**config.mk**
```make
export PLATFORM = sky130hd
export DESIGN_NAME = pmurc_rail_regs
export DESIGN_NICKNAME = d
export VERILOG_FILES = /design/src/inc/pmurc_pkg.sv /design/src/design/pmurc_rail_regs.sv
export VERILOG_INCLUDE_DIRS = /design/src /design/src/inc
export SDC_FILE = /design/constraint.sdc
export NUM_CORES = 1
export LEC_CHECK = 0
export BUFFER_PORTS_ARGS = -buffer_cell sky130_fd_sc_hd__buf_2
export CAP_MARGIN = 20
export CELL_PAD_IN_SITES_DETAIL_PLACEMENT = 1
export CELL_PAD_IN_SITES_GLOBAL_PLACEMENT = 1
export CORE_ASPECT_RATIO = 1.4
export CORE_MARGIN = 2
export CORE_UTILIZATION = 30
export DETAILED_ROUTE_END_ITERATION = 10
export GPL_TIMING_DRIVEN = 0
export PLACE_DENSITY = 0.67
export SLEW_MARGIN = 25
export SYNTH_ARGS = -nofsm -noshare
export SYNTH_HDL_FRONTEND = slang
export SYNTH_SLANG_ARGS = --single-unit
```
**constraint.sdc**
```tcl
create_clock -name clk_i -period 9.1 [get_ports clk_i]
set_clock_uncertainty 0.1 [all_clocks]
set_input_delay 1.365 -clock clk_i [delete_from_list [all_inputs] [get_ports clk_i]]
set_output_delay 1.365 -clock clk_i [all_outputs]
set_load 0.005 [all_outputs]
```
**src/inc/pmurc_params.svh**
```systemverilog
// offsets, reset values and constants of the rail control register bank
`ifndef PMURC_PARAMS_SVH
`define PMURC_PARAMS_SVH

// ----------------------------------------------------------------
// register offsets
// ----------------------------------------------------------------
`define PMURC_ADDR_CORE_RAIL_VOLTAGE 7'h00
`define PMURC_ADDR_RAIL_ONE_VOLTAGE 7'h07
`define PMURC_ADDR_RAIL_TWO_VOLTAGE 7'h08
`define PMURC_ADDR_CORE_RAIL_STANDBY_VOLTAGE 7'h09
`define PMURC_ADDR_RAIL_CONTROL 7'h0a

// ----------------------------------------------------------------
// reset values
// ----------------------------------------------------------------
`define PMURC_CORE_RST_HI 7'h64
`define PMURC_CORE_RST_LO 7'h3c
`define PMURC_ONE_RST 6'h26
`define PMURC_TWO_RST_HI 6'h26
`define PMURC_TWO_RST_HI_VARIANT 6'h12
`define PMURC_TWO_RST_LO 6'h0e
`define PMURC_STBY_RST_HI 7'h53
`define PMURC_STBY_RST_LO 7'h2e
`define PMURC_FPWM_RST 3'h0
`define PMURC_EN_RST 2'h1
`define PMURC_STATUS_RST 1'h1

// ----------------------------------------------------------------
// control register fields
// ----------------------------------------------------------------
`define PMURC_CTRL_STATUS_BIT 7
`define PMURC_CTRL_FPWM_LSB 2
`define PMURC_CTRL_EN_LSB 0

// ----------------------------------------------------------------
// voltage mapping in millivolts
// ----------------------------------------------------------------
`define PMURC_RAIL_MV_BASE 12'h44c
`define PMURC_RAIL_MV_STEP 12'h032
`define PMURC_RAIL_MV_MAX 12'he10
`define PMURC_RAIL_SAT_CODE 6'h32
`define PMURC_CORE_MV_BASE 12'h2bc
`define PMURC_CORE_MV_STEP 12'h005

// ----------------------------------------------------------------
// frame and start-up counts
// ----------------------------------------------------------------
`define PMURC_LAST_BIT 3'h7
`define PMURC_INIT_STRAP 2'h2
`define PMURC_INIT_DONE 2'h3

`endif

```
**src/inc/pmurc_pkg.sv**
```systemverilog
// types of the rail control register bank
package pmurc_pkg;

    typedef struct packed {
        logic [6:0] core;
        logic [5:0] one;
        logic [5:0] two;
        logic [6:0] stby;
        logic [2:0] fpwm;
        logic [1:0] en;
    } pmurc_regs_type;

    typedef enum logic [1:0] {
        PH_IDLE,
        PH_CMD,
        PH_DATA,
        PH_DONE
    } pmurc_phase_type;

endpackage

```
**src/design/pmurc_rail_regs.sv**
```systemverilog
// serial-port register bank for three buck rails
`include "pmurc_params.svh"

module pmurc_rail_regs
    import pmurc_pkg::*;
#(
    parameter bit VARIANT_A = 1'b0
) (
    input wire logic clk_i,
    input wire logic sys_rst_i,
    input wire logic spi_cs_n_i,
    input wire logic spi_sclk_i,
    input wire logic serial_in_i,
    input wire logic core_rail_level_select_pin_i,
    input wire logic rail_two_level_select_pin_i,
    input wire logic standby_i,
    input wire logic core_rail_on_i,
    output logic serial_out_o,
    output logic serial_out_oe_n_o,
    output logic [6:0] core_rail_code_o,
    output logic [11:0] core_rail_mv_o,
    output logic [5:0] rail_one_code_o,
    output logic [11:0] rail_one_mv_o,
    output logic [5:0] rail_two_code_o,
    output logic [11:0] rail_two_mv_o,
    output logic rail_one_forced_pwm_o,
    output logic rail_two_forced_pwm_o,
    output logic core_rail_forced_pwm_o,
    output logic rail_one_enable_o,
    output logic rail_two_enable_o
);

    // ----------------------------------------------------------------
    // pin synchronisers and start-up
    // ----------------------------------------------------------------
    // bits: 0 cs_n, 1 sclk, 2 data in, 3 core pin, 4 rail two pin, 5 standby, 6 on
    logic [6:0] sync1_q, sync2_q;
    logic sclk3_q;
    logic [1:0] init_q, init_d;

    always_ff @(posedge clk_i or posedge sys_rst_i) begin
        if (sys_rst_i) begin
            sync1_q <= 7'h01;
            sync2_q <= 7'h01;
            sclk3_q <= 1'h0;
            init_q <= 2'h0;
        end else begin
            sync1_q <= {core_rail_on_i, standby_i, rail_two_level_select_pin_i,
                        core_rail_level_select_pin_i, serial_in_i, spi_sclk_i, spi_cs_n_i};
            sync2_q <= sync1_q;
            sclk3_q <= sync2_q[1];
            init_q <= init_d;
        end
    end

    always_comb begin
        init_d = (init_q == `PMURC_INIT_DONE) ? init_q : init_q + 2'h1;
    end

    logic init_done, strap_load, cs_act, sclk_rise, sclk_fall, mosi;
    assign init_done = (init_q == `PMURC_INIT_DONE);
    assign strap_load = (init_q == `PMURC_INIT_STRAP);
    assign cs_act = ~sync2_q[0] & init_done;
    assign sclk_rise = sync2_q[1] & ~sclk3_q;
    assign sclk_fall = ~sync2_q[1] & sclk3_q;
    assign mosi = sync2_q[2];

    // ----------------------------------------------------------------
    // read mux
    // ----------------------------------------------------------------
    pmurc_regs_type regs_q, regs_d;
    logic status_q, status_d;

    function automatic logic [7:0] rd_byte(input logic [6:0] a, input pmurc_regs_type r,
                                           input logic st);
        logic [7:0] v;
        v = 8'h00;
        case (a)
            `PMURC_ADDR_CORE_RAIL_VOLTAGE: v = {1'h0, r.core};
            `PMURC_ADDR_RAIL_ONE_VOLTAGE: v = {2'h0, r.one};
            `PMURC_ADDR_RAIL_TWO_VOLTAGE: v = {2'h0, r.two};
            `PMURC_ADDR_CORE_RAIL_STANDBY_VOLTAGE: v = {1'h0, r.stby};
            `PMURC_ADDR_RAIL_CONTROL: v = {st, 2'h0, r.fpwm, r.en};
            default: v = 8'h00;
        endcase
        return v;
    endfunction

    // ----------------------------------------------------------------
    // serial frame and registers
    // ----------------------------------------------------------------
    pmurc_phase_type phase_q, phase_d;
    logic [2:0] cnt_q, cnt_d;
    logic [6:0] shift_q, shift_d;
    logic [6:0] addr_q, addr_d;
    logic rw_q, rw_d;
    logic [7:0] tx_q, tx_d;
    logic out_q, out_d, oe_n_q, oe_n_d;
    logic wr_fire;
    logic [7:0] wr_data;

    assign wr_fire = cs_act && phase_q == PH_DATA && sclk_rise && cnt_q == `PMURC_LAST_BIT
                     && !rw_q;
    assign wr_data = {shift_q, mosi};

    always_comb begin
        phase_d = phase_q;
        cnt_d = cnt_q;
        shift_d = shift_q;
        addr_d = addr_q;
        rw_d = rw_q;
        tx_d = tx_q;
        out_d = out_q;
        oe_n_d = oe_n_q;
        regs_d = regs_q;
        status_d = init_done ? sync2_q[6] : status_q;
        if (strap_load) begin
            regs_d.core = sync2_q[3] ? `PMURC_CORE_RST_HI : `PMURC_CORE_RST_LO;
            regs_d.stby = sync2_q[3] ? `PMURC_STBY_RST_HI : `PMURC_STBY_RST_LO;
            regs_d.two = !sync2_q[4] ? `PMURC_TWO_RST_LO :
                         VARIANT_A ? `PMURC_TWO_RST_HI_VARIANT : `PMURC_TWO_RST_HI;
        end
        if (!cs_act) begin
            phase_d = PH_IDLE;
            oe_n_d = 1'h1;
            out_d = 1'h0;
        end else begin
            case (phase_q)
                PH_IDLE: begin
                    phase_d = PH_CMD;
                    cnt_d = 3'h0;
                    shift_d = 7'h00;
                    tx_d = 8'h00;
                    oe_n_d = 1'h0;
                end
                PH_CMD: begin
                    if (sclk_rise) begin
                        shift_d = {shift_q[5:0], mosi};
                        cnt_d = cnt_q + 3'h1;
                        if (cnt_q == `PMURC_LAST_BIT) begin
                            phase_d = PH_DATA;
                            rw_d = shift_q[6];
                            addr_d = {shift_q[5:0], mosi};
                            tx_d = shift_q[6] ? rd_byte({shift_q[5:0], mosi}, regs_q, status_q)
                                              : 8'h00;
                        end
                    end
                end
                PH_DATA: begin
                    if (sclk_rise) begin
                        shift_d = {shift_q[5:0], mosi};
                        cnt_d = cnt_q + 3'h1;
                        if (cnt_q == `PMURC_LAST_BIT) begin
                            phase_d = PH_DONE;
                        end
                    end
                end
                PH_DONE: begin
                    phase_d = PH_DONE;
                end
                default: phase_d = PH_IDLE;
            endcase
            if (sclk_fall) begin
                out_d = tx_q[7];
                tx_d = {tx_q[6:0], 1'h0};
            end
        end
        if (wr_fire) begin
            case (addr_q)
                `PMURC_ADDR_CORE_RAIL_VOLTAGE: regs_d.core = wr_data[6:0];
                `PMURC_ADDR_RAIL_ONE_VOLTAGE: regs_d.one = wr_data[5:0];
                `PMURC_ADDR_RAIL_TWO_VOLTAGE: regs_d.two = wr_data[5:0];
                `PMURC_ADDR_CORE_RAIL_STANDBY_VOLTAGE: regs_d.stby = wr_data[6:0];
                `PMURC_ADDR_RAIL_CONTROL: begin
                    regs_d.fpwm = wr_data[`PMURC_CTRL_FPWM_LSB +: 3];
                    regs_d.en = wr_data[`PMURC_CTRL_EN_LSB +: 2];
                end
                default: regs_d = regs_q;
            endcase
        end
    end

    // ----------------------------------------------------------------
    // rail outputs
    // ----------------------------------------------------------------
    logic [6:0] core_sel_d;
    logic [11:0] core_mv_d, one_mv_d, two_mv_d;

    always_comb begin
        core_sel_d = sync2_q[5] ? regs_q.stby : regs_q.core;
        core_mv_d = `PMURC_CORE_MV_BASE + `PMURC_CORE_MV_STEP * {5'h00, core_sel_d};
        one_mv_d = (regs_q.one >= `PMURC_RAIL_SAT_CODE) ? `PMURC_RAIL_MV_MAX :
                   `PMURC_RAIL_MV_BASE + `PMURC_RAIL_MV_STEP * {6'h00, regs_q.one};
        two_mv_d = (regs_q.two >= `PMURC_RAIL_SAT_CODE) ? `PMURC_RAIL_MV_MAX :
                   `PMURC_RAIL_MV_BASE + `PMURC_RAIL_MV_STEP * {6'h00, regs_q.two};
    end

    always_ff @(posedge clk_i or posedge sys_rst_i) begin
        if (sys_rst_i) begin
            phase_q <= PH_IDLE;
            cnt_q <= 3'h0;
            shift_q <= 7'h00;
            addr_q <= 7'h00;
            rw_q <= 1'h0;
            tx_q <= 8'h00;
            out_q <= 1'h0;
            oe_n_q <= 1'h1;
            regs_q <= '{core: `PMURC_CORE_RST_HI, one: `PMURC_ONE_RST, two: `PMURC_TWO_RST_HI,
                        stby: `PMURC_STBY_RST_HI, fpwm: `PMURC_FPWM_RST, en: `PMURC_EN_RST};
            status_q <= `PMURC_STATUS_RST;
            core_rail_code_o <= `PMURC_CORE_RST_HI;
            core_rail_mv_o <= 12'h000;
            rail_one_mv_o <= 12'h000;
            rail_two_mv_o <= 12'h000;
        end else begin
            phase_q <= phase_d;
            cnt_q <= cnt_d;
            shift_q <= shift_d;
            addr_q <= addr_d;
            rw_q <= rw_d;
            tx_q <= tx_d;
            out_q <= out_d;
            oe_n_q <= oe_n_d;
            regs_q <= regs_d;
            status_q <= status_d;
            core_rail_code_o <= core_sel_d;
            core_rail_mv_o <= core_mv_d;
            rail_one_mv_o <= one_mv_d;
            rail_two_mv_o <= two_mv_d;
        end
    end

    assign serial_out_o = out_q;
    assign serial_out_oe_n_o = oe_n_q;
    assign rail_one_code_o = regs_q.one;
    assign rail_two_code_o = regs_q.two;
    assign rail_one_forced_pwm_o = regs_q.fpwm[2];
    assign rail_two_forced_pwm_o = regs_q.fpwm[1];
    assign core_rail_forced_pwm_o = regs_q.fpwm[0];
    assign rail_one_enable_o = regs_q.en[1];
    assign rail_two_enable_o = regs_q.en[0];
endmodule // pmurc_rail_regs

```
* After elaboration in Yosys (flattened, before gate mapping) *
Cells that the tools add are included.
Widths: inputs -> output; s select.

operators by class
  add/subtract/negate cells = 5
  $mul = 3
  order comparisons = 2
  eq/ne operators = 26
  multiplexer cells = 34
  bitwise gates (word level) = 6
  reductions and logical operators = 20

operators by type and width
  cell                    count
  $eq 7x4->1 const B      6
  $pmux 7 s2              3
  $pmux 8 s5              1
  $mux 7                  5
  $mux 8                  4
  $mux 31                 1
  $add 11x12->12 const A  2
  $mux 12                 2
  $mul 5x6->11 const A    2
  $pmux 8 s2              1
  $ne 3x3->1 const B      5
  $eq 7x3->1 const B      2
  $logic_not 7->1         2
  $mux 13                 1
  $ge 6x6->1 const B      2
  $mux 6                  2
  $ne 3x2->1 const B      4
  $pmux 6 s2              1
  $reduce_and 4->1        3
  $reduce_or 4->1         3
  $add 10x10->11 const A  1
  $mul 3x7->10 const A    1
  $mux 2                  5
  $eq 2x2->1 const B      4
  20 further kinds        33

storage, ports and cells
  flip-flop bits (word level) = 121
  input bits = 9
  output and inout port bits = 62
  word-level logic and storage cells = 119

* Logic depth before layout (Yosys ltp) *
Gate-level depths: netlist of run 1.

  word-level depth = 7
  mapped depth = 13
  gate-level depth less buffers = 12

* Worst setup path after synthesis of run 1 *
OpenSTA, ideal clock, no wires.

  path type = register to register
  start = reg regs_q (netlist bit rail_one_code_o[1])
  end = reg rail_one_mv_o[10]
  library setup time = 131 ps
  arrival time = 3090 ps
  data required time = 8869 ps
  setup slack = 5779 ps
  stages on the path, launching flop included = 11
  path buffers = 0
  clock period less this slack = 3321 ps
  cells stage by stage = dfstp_2 > inv_1 > ha_1 > ha_1 > ha_1 > ha_1 > a211oi_1 > nor4b_1 > or3b_2 > nor4_1 > o21ai_0

on the way
  cells in the longest elaborated chain, start to end = 3
  elaborated cells between the ends (all ways) = 4
  those cells by class = add/sub (1); mul (1); order compare (1); mux (1)

RTL lines
  what                      line                    RTL
  from (decl)               pmurc_rail_regs.sv:71   pmurc_regs_type regs_q, regs_d;
  from (signal assigned)    pmurc_rail_regs.sv:208  regs_q <= '{core: `PMURC_CORE_RST_HI, one: `PMURC_ONE_RST, two: `PMURC_TWO_RST_HI,
  from (signal assigned)    pmurc_rail_regs.sv:224  regs_q <= regs_d;
  $mul 5x6->11 (no line)    -
  $add 11x12->12 (no line)  -
  $mux 12 *                 pmurc_rail_regs.sv:192  one_mv_d = (regs_q.one >= `PMURC_RAIL_SAT_CODE) ? `PMURC_RAIL_MV_MAX :
  via one_mv_d[10]          pmurc_rail_regs.sv:187  logic [11:0] core_mv_d, one_mv_d, two_mv_d;
  to (signal assigned)      pmurc_rail_regs.sv:228  rail_one_mv_o <= one_mv_d;
  to (decl)                 pmurc_rail_regs.sv:23   output logic [11:0] rail_one_mv_o,

The timed path passes the listed nets; every way through them passes the cells marked *.
A chain may end at the register's enable or synchronous reset.

* Worst setup path in the final report of run 1 *
Ends and elaborated chain as after synthesis.

==> reports/qor.txt, run 1 <==
Max_cap viols - 0
Peak fanout along the critical path - 10
H-tree depth - 4
EDFF count, synth - 0
Starting Density - 0.3054
Synth Warn # - 0
Layout Nets - 839
Vias - 5,178
Period utilization - 0.4141
Cell Area, Synth - 6880 um^2
RR Startpoint - rail_one_code_o[1]$_DFFE_PP1P_
Post-synth top area share - 0.3492
Hold-fix buffers, CTS - 0
Overflow left after global routing - 0
Clk_lat worst skew - 0.42 ns
Worst-Margin Slew - 0.9378 ns
Largest net degree at the start of global routing - 64
Post-route minimum period - 3.768 ns
Antenna fix cells - 0
Reg2Reg Depth - 10
Fill cells - 2,549
RSZ-0062 raised after global routing - false
Fin. Hold Viols - 0
Final setup vio count - 0
Drt total wl - 16,760 um
# rows - 65
Setup TNS - 0 ns
Die Ht - 183.2 um
Clock Tree Root - clkbuf_16
Die width - 132.0 um
Core Area - 22,530 um^2
Multi-input combinational cell area - 3487 um^2
Ys flop type - dfrtp_1
Share of cells above drive strength 1 - 0.2237
Antenna violations before repair - 0
Wire per inst - 15.80 um
Clock Sinks - 117
ANT nets after route - 0
Critical path arrival - 3.96 ns
I/O Buffers - 67
TritonRoute pass-1 iters - 4
Worst EP required - 9.29 ns
DP Wirelength - 12,790 um
Finished Cell Area - 8219 um^2
VDD IR max - 0.1205 mV
DRC - 0
Clock slew at reported path FFs - 0.06 ns
CP Launch Point - rail_one_code_o[1]$_DFFE_PP1P_
Fmax - 0.2654 GHz
Die area - 24,180 um^2
Relative slew slack - 0.3663
CTS tree - done
CP startpoint kind - register
Hold WS - 0.2469 ns
Outcome - completed
Area Overhead vs Synth - 19.46%
Max Transition Viols Final - 0
Dpl cell area - 7635 um^2
Setup repair bufs after CTS - 0
Number of global-route vias before repair - 5,477
Setup CP Type - register to register
Iteration-0 DRC Markers - 139
First-pass GRT wire length - 27,800 um
Worst r2r dst - rail_one_mv_o[10]$_DFF_PP0_
Post-Syn Instances - 658
Leak - 3.935 nW
Cell variety after synth - 66
# IOs - 71
CTS max path bufs - 2
Sequential area share after synthesis - 0.4294
# resized after CTS - 0
Post-Syn Area per Cell - 10.46 um^2
HP Class - register to register
FF+latch area - 2954 um^2
Placer Congestion - 0.7979
Crit. End Element - register
Power per cell area - 184.4 nW/um^2
Crit path to - rail_one_mv_o[10]$_DFF_PP0_
GRT Total Usage - 0.1456
Biggest area consumer among synthesized cells - dfrtp_1
Worst Hold Launch - sync1_q[2]$_DFF_PP0_
Async set or reset register ratio after synthesis - 1.000
CTS Buf Count - 17
Worst reg-to-reg setup slack - 5.33 ns
Synthesis-stage register bit count - 117
Vias/cell - 4.880
Cells taking the most area after synthesis - dfrtp_1 35%, ha_1 14%, dfstp_2 8.0%, inv_1 3.1%, o21ai_0 2.7%
==> worst min path at each step <==
stage | to | slack (ns) | cells past startpoint
after detailed placement | sync2_q[2]$_DFF_PP0_ | 0.24 | 0
after floorplan | sync2_q[1]$_DFF_PP0_ | 0.23 | 0
after global placement | sync2_q[1]$_DFF_PP0_ | 0.23 | 0
after global routing | sync2_q[3]$_DFF_PP0_ | 0.25 | 0
final | sync2_q[2]$_DFF_PP0_ | 0.25 | 0
after CTS | sync2_q[2]$_DFF_PP0_ | 0.25 | 0
==> through the flow <==
stage / instances / utilization / worst slack, ns / power, mW
final: 1061 / 0.3648 / 5.332 / 1.515
after global routing: 1061 / 0.3648 / 5.138 / 1.602
after CTS: 1061 / 0.3648 / 5.299 / 1.539
after detailed placement: 1029 / 0.3389 / 5.339 / 0.8747
after global placement: 1028 / 0.3374 / 3.020 / 0.8654
after floorplan: 660 / - / 4.569 / 0.7863
==> layout by cell type, fill, tap and decap left out, drive strengths merged, types with 7 or more instances in the layout <==
cell and instances:
dfstp 21, o221ai 11, xor2 9, nor4 7
inv 58, a22o 15, fa 7, mux2 14
a21oi 17, xnor2 12, mux2i 17, a22oi 7
o21ai 39, nor2 30, nand3 14, nand2 49
clkbuf 37, ha 76, dfrtp 96, nor3 10
nor2b 7, buf 90
==> where the power goes <==
part	internal [mW]	switching, mW	total [mW]
sequential	0.573	0.0277	0.601
clock	0.403	0.252	0.655
combinational	0.106	0.154	0.259
==> final cells by class <==
| class | count | area share |
|---|---|---|
| clock buffers | 17 | 0.05176 |
| flip-flops and latches | 117 | 0.3594 |
| repair buffers | 68 | 0.04415 |
| well taps | 301 | 0.04582 |
| multi-input cells | 444 | 0.4243 |
| clock inverters | 15 | 0.01933 |
| inverters | 57 | 0.02694 |
| plain buffers | 42 | 0.02831 |
==> cell families (layout without fill, tap and decap cells) <==
logic type	count (synthesis)	in the layout	share of synthesized area
compound gates	141	141	0.1429
simple gates	163	163	0.1264
fa+ha+maj	85	85	0.1615
flops	117	117	0.4294
buf+inv	99	199	0.06492
other cells	1	3	0.0005450
xor+xnor	21	21	0.02673
mux	31	31	0.04764
==> routing by layer <==
layer / up-vias / track usage / part of all wire
li1: 2507 / - / -
met1: 2542 / 0.1538 / 0.40
met2: 101 / 0.2777 / 0.54
met3: 28 / 0.03261 / 0.040
met4: 0 / 0.05783 / 0.021
met5: - / 0 / 0
==> sequential cells by signal, indices dropped and copies added (netlist names), 7 cells and up <==
signal / cells
addr_q: 7
core_rail_mv_o: 11
rail_one_mv_o: 11
rail_two_mv_o: 11
regs_q: 14
shift_q: 7
sync1_q: 7
sync2_q: 7
tx_q: 8
==> critical path: stages, from the launching register on <==
cell and delay [ns]:
dfstp_2 0.66, inv_1 0.08, ha_1 0.32, ha_1 0.30, ha_1 0.29, ha_1 0.29, a211oi_1 0.55, nor4b_1 0.11
or3b_2 0.51, nor4_1 0.27, o21ai_0 0.14
==> cell usage after synthesis, drive strengths merged, types with 5 or more instances <==
master  number
dfrtp       96
nor4         7
xor2         9
o211ai       6
clkbuf      20
nor3        10
or3          6
a22oi        7
a22o        15
dfstp       21
nand3       14
o21ai       39
a21boi       6
mux2i       17
nor2        30
nor2b        7
a21oi       17
ha          76
nand2       49
mux2        14
xnor2       12
o221ai      11
buf         22
nand2b       5
fa           7
inv         57
(Power assumes the default switching activity.)
==> run 2: changes to the inputs <==
==> constraint.sdc (replaced) <==
create_clock -name clk_i -period 3.55 [get_ports clk_i]
set_clock_uncertainty 0.1 [all_clocks]
set_input_delay 0.5325 -clock clk_i [delete_from_list [all_inputs] [get_ports clk_i]]
set_output_delay 0.5325 -clock clk_i [all_outputs]
set_load 0.005 [all_outputs]
==> reports/qor.txt, run 2 (synthesis gave the netlist of run 1 again) <==
Setup CP Type - register to register
Most frequent cells in the layout - 96 x dfrtp_1, 76 x ha_1, 70 x buf_2
Clock Sinks - 117
Outcome - completed
Max FFs per register - 14
Core Area - 22,530 um^2
Largest Register - regs_q
Relative slew slack - 0.3657
Power per cell area - 454.6 nW/um^2
Share of cells above drive strength 1 - 0.2422
TritonRoute pass-1 iters - 4
Pre-CTS WS - -0.2575 ns
Die area - 24,180 um^2
Antenna fix cells - 0
Area Overhead vs Synth - 20.95%
Final Non-Filler Cells - 1,069
Iteration-0 DRC Markers - 143
Placer Congestion - 0.8113
GRT Total Usage - 0.1475
Hold EP - sync1_q[0]$_DFF_PP1_
Worst r2r dst - rail_one_mv_o[10]$_DFF_PP0_
Largest net degree at the start of global routing - 31
Wire per inst - 16.10 um
Layout Nets - 847
Commonest non-fill, non-tap cell in the layout - dfrtp_1
CTS tree - done
Fmax - 0.2939 GHz
CTS max path bufs - 2
Period utilization - 0.9584
Max Transition Viols Final - 0
# rows - 65
DP Wirelength - 13,130 um
RR Startpoint - rail_one_code_o[2]$_DFFE_PP1P_
Worst reg-to-reg setup slack - 0.15 ns
Inst Count DP - 1,032
Clock Tree Root - clkbuf_16
Worst Hold Launch - spi_cs_n_i
CTS Buf Count - 17
Vias/cell - 4.870
Final setup vio count - 0
Critical path arrival - 3.60 ns
CP startpoint kind - register
Post-route minimum period - 3.402 ns
Clock slew at reported path FFs - 0.06 ns
Worst-Margin Slew - 0.9386 ns
DRC - 0
Leak - 3.974 nW
HP Class - primary input to register
Drt total wl - 17,210 um
Worst EP required - 3.75 ns
Crit. End Element - register
Reg2Reg Depth - 10
# IOs - 71
H-tree depth - 4
Hold WS - 0.1067 ns
Die width - 132.0 um
Dpl cell area - 7691 um^2
I/O Buffers - 67
Die Ht - 183.2 um
ANT nets after route - 0
Worst Hold Depth - 1
First-pass GRT wire length - 28,240 um
Final worst setup slack - 0.1477 ns
Number of global-route vias before repair - 5,560
Vias - 5,206
VDD IR max - 0.3212 mV
Fin. Hold Viols - 0
Max_cap viols - 0
Starting Density - 0.3054
Finished Cell Area - 8322 um^2
Overflow left after global routing - 0
Antenna violations before repair - 0
Clk_lat worst skew - 0.42 ns
Peak fanout along the critical path - 4
==> run 2: area by class of cell <==
class	count	area, um^2
fill	2582	14210
clock inverter	15	110.1
sequential	117	2954
multi-input combinational	444	3538
inverter	57	217.7
clock buffer	17	425.4
buffer	41	229.0
timing repair buffer	77	470.5
tap	301	376.6
==> run 2: what timing repair did <==
item | in CTS | in global routing
pin swaps | 0 | 1
hold buffers | 1 | 0
endpoints found under the setup margin | 4 | 7
cloned | 0 | 0
buffers inserted | 2 | 3
hold endpoints to repair | 10 | 0
gates resized for setup | 5 | 7
==> run 2: stage by stage <==
step,total power [mW],util,setup TNS [ns]
floorplan,2.016,-,0
global placement,2.219,0.3375,-0.4428
detailed placement,2.258,0.3414,-0.5135
CTS,3.837,0.3668,0
global route,4.002,0.3694,-0.008179
finish,3.783,0.3694,0
==> run 2: routing by layer <==
layer	track usage	vias up	wire length, um
li1	-	2523	-
met1	0.1585	2564	6929
met2	0.2792	98	9321
met3	0.03372	21	711
met4	0.05522	0	244
met5	0	-	0
==> run 2: worst max-delay path by stage <==
stage	start	endpoint	slack, ns	cells after the start
floorplan	rail_one_code_o[1]$_DFFE_PP1P_	rail_one_mv_o[10]$_DFF_PP0_	0.23	10
global placement	rail_one_code_o[2]$_DFFE_PP1P_	rail_one_mv_o[11]$_DFF_PP0_	-0.22	10
detailed placement	rail_one_code_o[2]$_DFFE_PP1P_	rail_one_mv_o[10]$_DFF_PP0_	-0.26	10
CTS	rail_two_code_o[1]$_DFFE_PP1P_	rail_two_mv_o[11]$_DFF_PP0_	0.06	11
global route	rail_two_code_o[2]$_DFFE_PP1P_	rail_two_mv_o[11]$_DFF_PP0_	-0.008	11
finish	rail_one_code_o[2]$_DFFE_PP1P_	rail_one_mv_o[10]$_DFF_PP0_	0.15	10
==> run 2: power breakdown <==
part / switching [mW] / total [mW] / internal (mW)
sequential: 0.0733 / 1.54 / 1.47
clock: 0.664 / 1.55 / 0.889
combinational: 0.405 / 0.688 / 0.283
==> run 2: critical path, stage by stage, from the launching register on <==
cell	delay [ns]
dfstp_2	0.53
inv_1	0.08
ha_1	0.31
ha_1	0.30
ha_1	0.29
ha_1	0.33
a211oi_4	0.33
nor4b_1	0.09
or3b_2	0.50
nor4_2	0.29
o21ai_0	0.12
==> run 3: changes to the inputs <==
--- a/config.mk
+++ b/config.mk
@@ -6,6 +6,7 @@
 export SDC_FILE = /design/constraint.sdc
 export NUM_CORES = 1
 export LEC_CHECK = 0
+export ABC_AREA = 1
 export BUFFER_PORTS_ARGS = -buffer_cell sky130_fd_sc_hd__buf_2
 export CAP_MARGIN = 20
 export CELL_PAD_IN_SITES_DETAIL_PLACEMENT = 1
@@ -15,7 +16,7 @@
 export CORE_UTILIZATION = 30
 export DETAILED_ROUTE_END_ITERATION = 10
 export GPL_TIMING_DRIVEN = 0
-export PLACE_DENSITY = 0.67
+export PLACE_DENSITY = 0.7
 export SLEW_MARGIN = 25
 export SYNTH_ARGS = -nofsm -noshare
 export SYNTH_HDL_FRONTEND = slang
==> reports/qor.txt, run 3 <==
Outcome - completed
GRT Total Usage - 0.1563
Synthesis-stage register bit count - 117
FF+latch area - 2954 um^2
Ys flop type - dfrtp_1
Final setup vio count - 0
Setup CP Type - register to register
Clock Tree Root - clkbuf_16
Crit. End Element - register
Core Area - 23,120 um^2
Fmax - 0.3101 GHz
Overflow left after global routing - 0
Largest Register - regs_q
VDD IR max - 0.3495 mV
Clock Sinks - 117
Max Transition Viols Final - 0
HP Class - primary input to register
Clock slew at reported path FFs - 0.06 ns
Post-synthesis compound-gate area fraction - 0.06871
Peak fanout along the critical path - 8
Biggest area consumer among synthesized cells - dfrtp_1
# IOs - 71
Max FFs per register - 14
Worst Hold Depth - 1
Most frequent cells in the layout - 221 x nand2_1, 133 x inv_1, 96 x dfrtp_1
Mux contribution to synthesized area - 0
Worst reg-to-reg setup slack - 0.33 ns
First-pass GRT wire length - 30,500 um
Hold EP - sync1_q[0]$_DFF_PP1_
Post-Synth Simple-Gate Area - 0.2462
EDFF count, synth - 0
Post-synth top cells - 221 x nand2_1, 134 x inv_1, 96 x dfrtp_1, 76 x ha_1, 60 x nor2_1
Worst Hold Launch - spi_cs_n_i
Setup TNS - 0 ns
Largest family of logic cells by synthesized area - simple AND/OR/NAND/NOR gates
CTS tree - done
CTS max path bufs - 2
Cell Area, Synth - 7029 um^2
Leak - 4.538 nW
Most common cell in the synthesized netlist - nand2_1
Cell variety after synth - 34
Hold WS - 0.1099 ns
Worst r2r dst - rail_one_mv_o[11]$_DFF_PP0_
Synth Warn # - 0
Multi-input combinational cell area - 3403 um^2
Period utilization - 0.9084
Max_cap viols - 0
Placer Congestion - 0.8274
Antenna violations before repair - 0
Commonest non-fill, non-tap cell in the layout - nand2_1
RR Startpoint - rail_one_code_o[1]$_DFFE_PP1P_
Iteration-0 DRC Markers - 272
Reg2Reg Depth - 11
Cells taking the most area after synthesis - dfrtp_1 34%, ha_1 14%, nand2_1 12%, dfstp_2 7.8%, inv_1 7.2%
ANT nets after route - 0
H-tree depth - 4
Share of cells above drive strength 1 - 0.1750
Worst EP required - 3.75 ns
Post-Syn Area per Cell - 8.231 um^2
Die area - 24,690 um^2
I/O Buffers - 67
Largest net degree at the start of global routing - 32
DRC - 0
Post-route minimum period - 3.225 ns
Pre-CTS WS - 0.3172 ns
Adder-cell share of the synthesized area - 0.1552
RSZ-0062 raised after global routing - false
TritonRoute pass-1 iters - 4
CTS Buf Count - 17
Vias/cell - 4.629
# rows - 66
Fin util - 0.3668
Synth Area in XOR/XNOR - 0.01246
Post-synth top area share - 0.3418
DP Wirelength - 14,150 um
CP startpoint kind - register
Layout Nets - 1,039
Area Overhead vs Synth - 20.65%
Starting Density - 0.3040
Antenna fix cells - 0
Wire per inst - 14.31 um
Drt total wl - 18,110 um
Final worst setup slack - 0.3251 ns
Fill cells - 2,787
Die Ht - 185.1 um
Fin. Hold Viols - 0
Post-Syn Instances - 854
Die width - 133.4 um
Relative slew slack - 0.6620
Sequential area share after synthesis - 0.4203
Number of global-route vias before repair - 6,153
Critical path arrival - 3.43 ns
Vias - 5,860
Clk_lat worst skew - 0.42 ns
Power per cell area - 477.3 nW/um^2
Worst-Margin Slew - 0.5018 ns
Async set or reset register ratio after synthesis - 1.000
run 3: cell count changes after synthesis, sizes merged, moves of 14 or more:
cell | before | now
a21oi | 17 | 31
a22o | 15 | 0
clkbuf | 20 | 5
inv | 57 | 135
mux2 | 14 | 0
mux2i | 17 | 0
nand2 | 49 | 229
nand3 | 14 | 59
nand4 | 4 | 24
nor2 | 30 | 67
run 3: cell type report:
class / count / area share
clock inverters: 13 / 0.02139
clock buffers: 19 / 0.05223
repair buffers: 72 / 0.05105
inverters: 135 / 0.06019
flip-flops and latches: 117 / 0.3483
plain buffers: 26 / 0.02036
well taps: 306 / 0.04515
multi-input cells: 578 / 0.4013
run 3: timing repair:
action	4_1_cts	5_1_grt
buffers inserted	0	0
endpoints found under the hold margin	9	0
endpoints found under the setup margin	0	1
resized for setup	0	1
hold buffers	1	0
run 3: logic make-up (layout without fill, tap and decap cells):
logic type / Yosys count / in the layout
compound gates: 89 / 89
xor+xnor: 10 / 10
fa+ha+maj: 83 / 83
buf+inv: 161 / 265
flops: 117 / 117
other cells: 1 / 3
simple gates: 393 / 393
run 3: power by group:
| group | switching [mW] | internal [mW] |
|---|---|---|
| logic | 0.417 | 0.252 |
| clock network | 0.639 | 1.19 |
| registers | 0.0781 | 1.47 |
run 3: worst max-delay path by stage:
stage	from	to	slack, ns	depth (start not counted)
final	rail_one_code_o[1]$_DFFE_PP1P_	rail_one_mv_o[11]$_DFF_PP0_	0.33	11
after global routing	sync2_q[5]$_DFF_PP0_	core_rail_mv_o[10]$_DFF_PP0_	0.07	15
after CTS	sync2_q[5]$_DFF_PP0_	core_rail_mv_o[10]$_DFF_PP0_	0.28	13
after detailed placement	rail_one_code_o[1]$_DFFE_PP1P_	rail_one_mv_o[11]$_DFF_PP0_	0.32	11
after global placement	rail_one_code_o[1]$_DFFE_PP1P_	rail_one_mv_o[11]$_DFF_PP0_	0.39	11
after floorplan	rail_one_code_o[2]$_DFFE_PP1P_	rail_one_mv_o[11]$_DFF_PP0_	0.68	14
run 3: layer usage:
metal / vias up / wire length (um) / GRT usage
met5: - / 0 / 0
met4: 0 / 473 / 0.06128
met3: 28 / 459 / 0.03202
met2: 77 / 9796 / 0.2918
met1: 2857 / 7381 / 0.1730
li1: 2898 / - / -
run 3: worst max-delay path: stages (launching register included):
cell     delay (ns)
dfstp_2        0.62
inv_1          0.11
ha_1           0.35
ha_1           0.32
ha_1           0.32
inv_1          0.07
fa_1           0.45
xnor2_1        0.23
and2_1         0.21
nand3_1        0.15
nand3_1        0.10
nand3_1        0.07
run 3: metrics by stage:
| step | std cells | total power, mW | instance area [um^2] |
|---|---|---|---|
| after floorplan | 856 | 2.014 | 7041 |
| after global placement | 1229 | 2.212 | 7759 |
| after detailed placement | 1233 | 2.247 | 7846 |
| after CTS | 1266 | 4.101 | 8481 |
| after global routing | 1266 | 4.272 | 8481 |
| final | 1266 | 4.048 | 8481 |
